**config.mk**
```make
export PLATFORM = sky130hd
export DESIGN_NAME = sfcf_frame
export DESIGN_NICKNAME = d
export VERILOG_FILES = /design/src/verilog/sfcf_pkg.sv /design/src/verilog/sfcf_frame.sv
export VERILOG_INCLUDE_DIRS = /design/src /design/src/verilog
export SDC_FILE = /design/constraint.sdc
export NUM_CORES = 1
export LEC_CHECK = 0
export BUFFER_PORTS_ARGS = -buffer_cell sky130_fd_sc_hd__buf_4
export CORE_ASPECT_RATIO = 1.75
export CORE_MARGIN = 5
export CORE_UTILIZATION = 55
export CTS_CLUSTER_DIAMETER = 60
export DETAILED_ROUTE_END_ITERATION = 6
export MAX_ROUTING_LAYER = met4
export PLACE_DENSITY = 0.82
export SYNTH_ARGS = -nofsm -noshare
export SYNTH_HDL_FRONTEND = slang
export SYNTH_SLANG_ARGS = --single-unit
export TNS_END_PERCENT = 100
```
**constraint.sdc**
```tcl
create_clock -name ref_clk -period 3.9 [get_ports ref_clk]
set_input_delay 0.78 -clock ref_clk [delete_from_list [all_inputs] [get_ports ref_clk]]
set_output_delay 0.78 -clock ref_clk [all_outputs]
set_load 0.02 [all_outputs]
```
**src/verilog/sfcf_regs.svh**
```systemverilog
// Constants for the serial flash command framer
// Functional notes
// - Page opcodes take three address bytes: reserved, page, byte; some take none.
// - Extra don't-care bytes: four for D2h/E8h, one for D4h/D6h, else none.
// - After power-on or reset: clock mode 3, serial output high impedance.
// - Decoding starts only after chip select falls; host must drop it per instruction.
// - Each chip select fall in standby picks mode 3 or 0 from the idle clock level.
// - While power-on reset is active all commands are ignored.
// - After power-up the device enters standby, awaiting a selected instruction.
`ifndef SFCF_REGS_SVH
`define SFCF_REGS_SVH
`define SFCF_CLK_NS 100
`define SFCF_SELECT_DELAY_US 70
`define SFCF_WRITE_DELAY_MS 20
`define SFCF_SELECT_CYC ((`SFCF_SELECT_DELAY_US * 1000 + `SFCF_CLK_NS - 1) / `SFCF_CLK_NS)
`define SFCF_WRITE_CYC ((`SFCF_WRITE_DELAY_MS * 1000000) / `SFCF_CLK_NS)
`define SFCF_POR_CYC 16
`define SFCF_OP_MAIN_PAGE_READ 8'hD2
`define SFCF_OP_LEGACY_CONT_READ 8'hE8
`define SFCF_OP_BUF1_FAST_READ 8'hD4
`define SFCF_OP_BUF2_FAST_READ 8'hD6
`define SFCF_OP_BUF1_WRITE 8'h84
`define SFCF_OP_BUF2_WRITE 8'h87
`define SFCF_OP_BUF1_READ 8'hD1
`define SFCF_OP_BUF2_READ 8'hD3
`define SFCF_OP_ID_READ 8'h9F
`define SFCF_OP_DEEP_DOWN 8'hB9
`define SFCF_OP_RESUME 8'hAB
`define SFCF_OP_STATUS 8'hD7
`define SFCF_OP_PAGE_ERASE 8'h81
`define SFCF_OP_PROG_ERASE1 8'h83
`define SFCF_OP_PROG_ERASE2 8'h86
`define SFCF_OP_PROG_BUF1 8'h88
`define SFCF_OP_PROG_BUF2 8'h89
`define SFCF_OP_PROG_THRU1 8'h82
`define SFCF_OP_PROG_THRU2 8'h85
`endif

```
**src/verilog/sfcf_pkg.sv**
```systemverilog
// Types for the serial flash command framer
package sfcf_pkg;
    typedef enum logic [2:0] {
        SFCF_POR = 3'h0,
        SFCF_STANDBY = 3'h1,
        SFCF_OPCODE = 3'h2,
        SFCF_ADDR = 3'h3,
        SFCF_DUMMY = 3'h4,
        SFCF_DATA = 3'h5
    } sfcf_state_t;
endpackage

```
**src/verilog/sfcf_frame.sv**
```systemverilog
// Serial flash command framing and power-up state
`timescale 1ns/100ps
`include "sfcf_regs.svh"
module sfcf_frame
    import sfcf_pkg::*;
#(
    parameter int WRITE_CYC = `SFCF_WRITE_CYC
) (
    input wire logic ref_clk,
    input wire logic sys_rst,
    input wire logic cs_n,
    input wire logic sck,
    input wire logic si,
    output logic so,
    output logic so_oe,
    output logic mode0,
    output logic standby,
    output logic cmd_valid,
    output logic [7:0] cmd_opcode,
    output logic [11:0] cmd_page,
    output logic [8:0] cmd_byte,
    output logic cmd_write_ok,
    output logic data_bit_valid,
    output logic data_bit
);
    localparam int CW = 25;

    // Pins sampled through two flops; stage one read only by stage two
    logic [1:0] cs_sync, sck_sync, si_sync;
    logic cs_prev, sck_prev;
    always_ff @(posedge ref_clk) begin
        if (sys_rst) begin
            cs_sync <= 2'h3;
            sck_sync <= 2'h3;
            si_sync <= 2'h0;
            cs_prev <= 1'b1;
            sck_prev <= 1'b1;
        end else begin
            cs_sync <= {cs_sync[0], cs_n};
            sck_sync <= {sck_sync[0], sck};
            si_sync <= {si_sync[0], si};
            cs_prev <= cs_sync[1];
            sck_prev <= sck_sync[1];
        end
    end
    logic cs_fall, cs_high, sck_rise;
    assign cs_fall = cs_prev & ~cs_sync[1];
    assign cs_high = cs_sync[1];
    assign sck_rise = ~sck_prev & sck_sync[1];

    function automatic logic [1:0] addr_bytes(input logic [7:0] op);
        unique case (op)
            `SFCF_OP_ID_READ, `SFCF_OP_DEEP_DOWN, `SFCF_OP_RESUME, `SFCF_OP_STATUS: addr_bytes = 2'h0;
            default: addr_bytes = 2'h3;
        endcase
    endfunction

    function automatic logic [2:0] dummy_bytes(input logic [7:0] op);
        unique case (op)
            `SFCF_OP_MAIN_PAGE_READ, `SFCF_OP_LEGACY_CONT_READ: dummy_bytes = 3'h4;
            `SFCF_OP_BUF1_FAST_READ, `SFCF_OP_BUF2_FAST_READ: dummy_bytes = 3'h1;
            default: dummy_bytes = 3'h0;
        endcase
    endfunction

    function automatic logic is_write(input logic [7:0] op);
        unique case (op)
            `SFCF_OP_PAGE_ERASE, `SFCF_OP_PROG_ERASE1, `SFCF_OP_PROG_ERASE2, `SFCF_OP_PROG_BUF1,
            `SFCF_OP_PROG_BUF2, `SFCF_OP_PROG_THRU1, `SFCF_OP_PROG_THRU2: is_write = 1'b1;
            default: is_write = 1'b0;
        endcase
    endfunction

    function automatic logic buf_only(input logic [7:0] op);
        unique case (op)
            `SFCF_OP_BUF1_WRITE, `SFCF_OP_BUF2_WRITE, `SFCF_OP_BUF1_READ, `SFCF_OP_BUF2_READ,
            `SFCF_OP_BUF1_FAST_READ, `SFCF_OP_BUF2_FAST_READ: buf_only = 1'b1;
            default: buf_only = 1'b0;
        endcase
    endfunction

    sfcf_state_t state, next_state;
    logic [4:0] bit_cnt, next_bit_cnt;
    logic [1:0] byte_cnt, next_byte_cnt;
    logic [2:0] dummy_cnt, next_dummy_cnt;
    logic [7:0] shreg, next_shreg;
    logic [15:0] addr, next_addr;
    logic [7:0] op_hold, next_op_hold;
    logic next_standby;
    logic [CW-1:0] up_cnt, next_up_cnt;
    logic next_mode0, next_cmd_valid, next_write_ok, next_dbv, next_db;
    logic [7:0] next_opcode;
    logic [11:0] next_page;
    logic [8:0] next_byte;
    logic [7:0] shifted;

    always_comb begin
        next_state = state;
        next_bit_cnt = bit_cnt;
        next_byte_cnt = byte_cnt;
        next_dummy_cnt = dummy_cnt;
        next_shreg = shreg;
        next_addr = addr;
        next_up_cnt = up_cnt;
        next_mode0 = mode0;
        next_cmd_valid = 1'b0;
        next_opcode = cmd_opcode;
        next_op_hold = op_hold;
        next_page = cmd_page;
        next_byte = cmd_byte;
        next_dbv = 1'b0;
        next_db = data_bit;
        next_write_ok = cmd_write_ok;
        shifted = {shreg[6:0], si_sync[1]};
        // Write lockout timer runs from reset release
        if (up_cnt != CW'(WRITE_CYC)) begin
            next_up_cnt = up_cnt + CW'(1);
        end
        unique case (state)
            SFCF_POR: begin
                // Inputs ignored until the internal reset window ends
                if (up_cnt >= CW'(`SFCF_POR_CYC)) begin
                    next_state = SFCF_STANDBY;
                end
            end
            SFCF_STANDBY: begin
                if (cs_fall) begin
                    next_mode0 = ~sck_sync[1];
                    next_state = SFCF_OPCODE;
                    next_bit_cnt = 5'h0;
                end
            end
            SFCF_OPCODE, SFCF_ADDR, SFCF_DUMMY, SFCF_DATA: begin
                if (cs_high) begin
                    next_state = SFCF_STANDBY;
                end else if (sck_rise) begin
                    next_shreg = shifted;
                    next_bit_cnt = bit_cnt + 5'h1;
                    if (state == SFCF_DATA) begin
                        next_dbv = 1'b1;
                        next_db = si_sync[1];
                    end else if (bit_cnt == 5'h7) begin
                        next_bit_cnt = 5'h0;
                        if (state == SFCF_OPCODE) begin
                            // Held aside so header fields move only with the cmd_valid pulse
                            next_op_hold = shifted;
                            next_byte_cnt = 2'h0;
                            next_dummy_cnt = dummy_bytes(shifted);
                            next_state = (addr_bytes(shifted) == 2'h0) ? SFCF_DATA : SFCF_ADDR;
                            if (addr_bytes(shifted) == 2'h0) begin
                                // No address bytes, so the header is already complete
                                next_opcode = shifted;
                                next_cmd_valid = 1'b1;
                            end
                        end else if (state == SFCF_ADDR) begin
                            next_addr = {addr[7:0], shifted};
                            next_byte_cnt = byte_cnt + 2'h1;
                            if (byte_cnt == 2'h2) begin
                                // First byte: three reserved bits, then page bits 11..7
                                // Second byte: page bits 6..0, then byte bit 8
                                next_page = buf_only(op_hold) ? 12'h0 : addr[12:1];
                                next_byte = {addr[0], shifted};
                                next_opcode = op_hold;
                                next_write_ok = up_cnt == CW'(WRITE_CYC);
                                next_cmd_valid = 1'b1;
                                next_state = (dummy_cnt == 3'h0) ? SFCF_DATA : SFCF_DUMMY;
                            end
                        end else begin
                            next_dummy_cnt = dummy_cnt - 3'h1;
                            if (dummy_cnt == 3'h1) begin
                                next_state = SFCF_DATA;
                            end
                        end
                    end
                end
            end
            default: next_state = SFCF_POR;
        endcase
        // Flag follows the state about to be entered
        next_standby = (next_state == SFCF_STANDBY);
    end

    always_ff @(posedge ref_clk) begin
        if (sys_rst) begin
            state <= SFCF_POR;
            bit_cnt <= 5'h0;
            byte_cnt <= 2'h0;
            dummy_cnt <= 3'h0;
            shreg <= 8'h0;
            addr <= 16'h0;
            op_hold <= 8'h0;
            up_cnt <= '0;
            mode0 <= 1'b0;
            cmd_valid <= 1'b0;
            cmd_opcode <= 8'h0;
            cmd_page <= 12'h0;
            cmd_byte <= 9'h0;
            cmd_write_ok <= 1'b0;
            data_bit_valid <= 1'b0;
            data_bit <= 1'b0;
            standby <= 1'b0;
            so <= 1'b0;
            so_oe <= 1'b0;
        end else begin
            state <= next_state;
            bit_cnt <= next_bit_cnt;
            byte_cnt <= next_byte_cnt;
            dummy_cnt <= next_dummy_cnt;
            shreg <= next_shreg;
            addr <= next_addr;
            op_hold <= next_op_hold;
            up_cnt <= next_up_cnt;
            mode0 <= next_mode0;
            cmd_valid <= next_cmd_valid;
            cmd_opcode <= next_opcode;
            cmd_page <= next_page;
            cmd_byte <= next_byte;
            cmd_write_ok <= next_write_ok;
            data_bit_valid <= next_dbv;
            data_bit <= next_db;
            standby <= next_standby;
            // No read data path here, so the output stays released
            so <= 1'b0;
            so_oe <= 1'b0;
        end
    end
endmodule

```
==> reports/qor.csv <==
stage,metric,value,unit
setup_path,crit path max fanout,19,
setup_path,Crit path arrival time,2840,ps
clocking,H-tree Lvls,3,
setup_path,CP cell instances,"nand4bb_1, or4_1, a31oi_4, nor2_1, a311oi_1",
detailed_routing,drt wl/cell,14.78,um
synth,area share of the largest cell type after synthesis,45.62,%
synth,Synth area leaders,"dfxtp_1 (46%), nor2_1 (7.5%), mux2i_1 (5.9%)",
sta,f_max,385.2,MHz
setup_path,endpoint class of the critical path,register,
place,gpl congestion,0.8232,
sta,fin crit period,2596,ps
worst_hold_path,type of the most critical hold path,register to register,
cells_and_area,antenna cells,0,
synth,leading area contributor after synthesis,dfxtp_1,
global_route,largest net degree at the start of global routing,112,
detailed_routing,drt pass-1 iters,4,
cells_and_area,Final Instance Area,5383,sq um
clocking,Root Driver,clkbuf_16,
synth,sequential share of the synthesized area,45.62,%
synth,synth warn,0,
place,Placed Instance Area,5067,sq um
clocking,Post-CTS Setup Bufs,0,
synth,Yosys reg bits,109,
detailed_routing,Via density,5.658,
setup_path,kind of critical path,register to register,
sta,Setup Skew,6.871,ps
clocking,CTS resizes,0,
global_route,total track usage,20.23,%
sta,fin. max-slew vios,0,
place,DP HPWL,7010,um
detailed_routing,Vias,3836,
cells_and_area,Post-layout nets,568,
synth,asr flop ratio synth,0,%
synth,Yosys cell types,54,
global_route,grt ovf,0,
detailed_routing,DRC,0,
synth,Syn Area/Cell,8.874,sq um
floorplan,Die Ht,133.4,um
sta,Final Hold Fails,0,
floorplan,Die Area,10740,sq um
cells_and_area,filler cell count,754,
global_route,initial antenna violation count,0,
setup_path,CP Launch Type,register,
floorplan,Core Area,8615,sq um
detailed_routing,initial drt markers,302,
floorplan,Horiz. Die Dim,80.50,um
clocking,Post-CTS Hold Fix Bufs,0,
cells_and_area,P&R area growth vs syn,12.53,%
sta,Final TNS setup,0,ps
global_route,first-pass GRT wire length,16680,um
pwr,Leak,0.002022,uW
pwr,Power Density,393.2,nW/um^2
setup_path,dominant delay contributor by cell family on the critical path,simple AND/OR/NAND/NOR gates,
synth,"count leader, synth",dfxtp_1,
synth,Post-Syn Instances,539,
synth,Synth Flop Type,dfxtp_1,
sta,worst slew pin tran,1083,ps
synth,Post-synth top cells,"dfxtp_1 (109), nor2_1 (95), nand2_1 (40)",
sta,Final setup viols,0,
status,outcome,finished clean,
sta,unrepaired setup endpoints after global routing,no,
clocking,CTS sink count,109,
clocking,CTS Buf Count,9,
setup_path,WP buf/inv,0,
clocking,Worst-Skew Late Latency,350,ps
detailed_routing,drt total wl,10020,um
pwr,peak supply drop,0.0002633,V
clocking,"Reg clk slew, reported paths",70,ps
detailed_routing,Post-DRT Antenna Nets,0,
job,max cap viols,0,
setup_path,"setup slack, reg-to-reg",1300,ps
floorplan,Cell Rows,45,
synth,area of the mapped netlist,4783,sq um
cells_and_area,share of cells above drive strength 1,13.19,%
floorplan,I/O pin count,42,
setup_path,CP required,4140,ps
sta,post-route clock period utilization,66.56,%
sta,max_slew headroom,27.80,%
setup_path,CP peak stage delay,690,ps
place,I/O Buffers,39,
clocking,CTS max path bufs,2,
floorplan,Starting Density,55.53,%
setup_path,slowest CP cell,dfxtp_1,
clocking,CTS tree,done,
synth,Post-synth EDFFs,0,
global_route,vias in the first global route,3706,
worst paths after layout:
| path | start | to | cells past startpoint |
|---|---|---|---|
| worst max register to register | state[1] | cmd_opcode[0] | 5 |
| worst min register to register | cs_sync[0] | cs_sync[1] | 1 |
| worst min-delay path | cs_sync[0] | cs_sync[1] | 1 |
| worst max-delay path | state[1] | cmd_opcode[0] | 5 |
cells by family (layout without fill, tap and decap cells):
| group | count (synthesis) | count (layout) | share of synthesized area (%) |
|---|---|---|---|
| muxes | 28 | 28 | 5.859 |
| adders and majority gates | 7 | 7 | 1.831 |
| DFF | 109 | 109 | 45.62 |
| xor gates and xnor gates | 26 | 26 | 4.761 |
| buffers and inverters | 45 | 66 | 4.342 |
| AOI/OAI and AO/OA | 76 | 76 | 11.35 |
| other | 1 | 2 | 0.07840 |
| and+or+nand+nor | 247 | 247 | 26.16 |
area by class of cell:
class | instances | area [sq um] | share of cell area (%)
Multi-Input combinational cell | 386 | 2397 | 44.54
Sequential cell | 109 | 2182 | 40.54
Tap cell | 117 | 146.4 | 2.720
Clock buffer | 11 | 232.7 | 4.324
Inverter | 9 | 33.78 | 0.6276
Clock inverter | 5 | 82.58 | 1.534
Timing Repair Buffer | 41 | 307.8 | 5.718
metrics by stage:
stage / cells / setup slack, ps / hold slack (ps) / power [uW] / utilization (%)
2_1_floorplan: 540 / 1983 / 389.5 / 1179 / -
3_3_place_gp: 662 / 1499 / 394.6 / 1185 / 58.82
3_5_place_dp: 662 / 1447 / 394.6 / 1186 / 58.82
4_1_cts: 678 / 1343 / 413.1 / 2137 / 62.48
5_1_grt: 678 / 1159 / 422.4 / 2185 / 62.48
6_report: 678 / 1304 / 412.7 / 2117 / 62.48
sequential cells by signal, summed over array words and instances, names as in the netlist, 3 cells and up:
| name | count |
|---|---|
| op_hold | 8 |
| up_cnt | 25 |
| cmd_opcode | 8 |
| state | 3 |
| dummy_cnt | 3 |
| cmd_page | 12 |
| shreg | 7 |
| bit_cnt | 5 |
| cmd_byte | 9 |
| addr | 13 |
layout by cell type, fill, tap and decap left out, drive strengths merged, types with 3 or more instances in the layout:
cell,netlist,layout
nand4,9,9
a21oi,22,22
and4,3,3
nor4,8,8
nor3,8,8
and3,6,6
o22ai,3,3
a22oi,19,19
nor2b,9,9
xnor2,13,13
xor2,13,13
clkbuf,19,11
or2,7,7
or4,7,7
nor2,95,95
a311oi,9,9
a31oi,4,4
or3b,3,3
nand2,40,40
or3,5,5
nand2b,9,9
dfxtp,109,109
ha,7,7
o21ai,7,7
nand3,21,21
nand3b,8,8
mux2i,28,28
inv,9,10
o21bai,3,3
buf,17,41
per-layer routing:
layer,vias to the layer above,wire length (um),global-route usage [%]
met5,-,0,-
met4,0,416,12.41
met3,33,296,3.518
met2,74,5554,36.07
met1,1821,3756,19.66
li1,1908,-,-
report_power, final:
| part | leakage, uW | switching (uW) | internal [uW] |
|---|---|---|---|
| combinational | 0.000988 | 24.9 | 10.3 |
| clock | 0.000154 | 391 | 565 |
| sequential | 0.000880 | 6.53 | 1120 |
| total | 0.00202 | 423 | 1690 |
No activity file was read; power rests on OpenSTA's default activity.
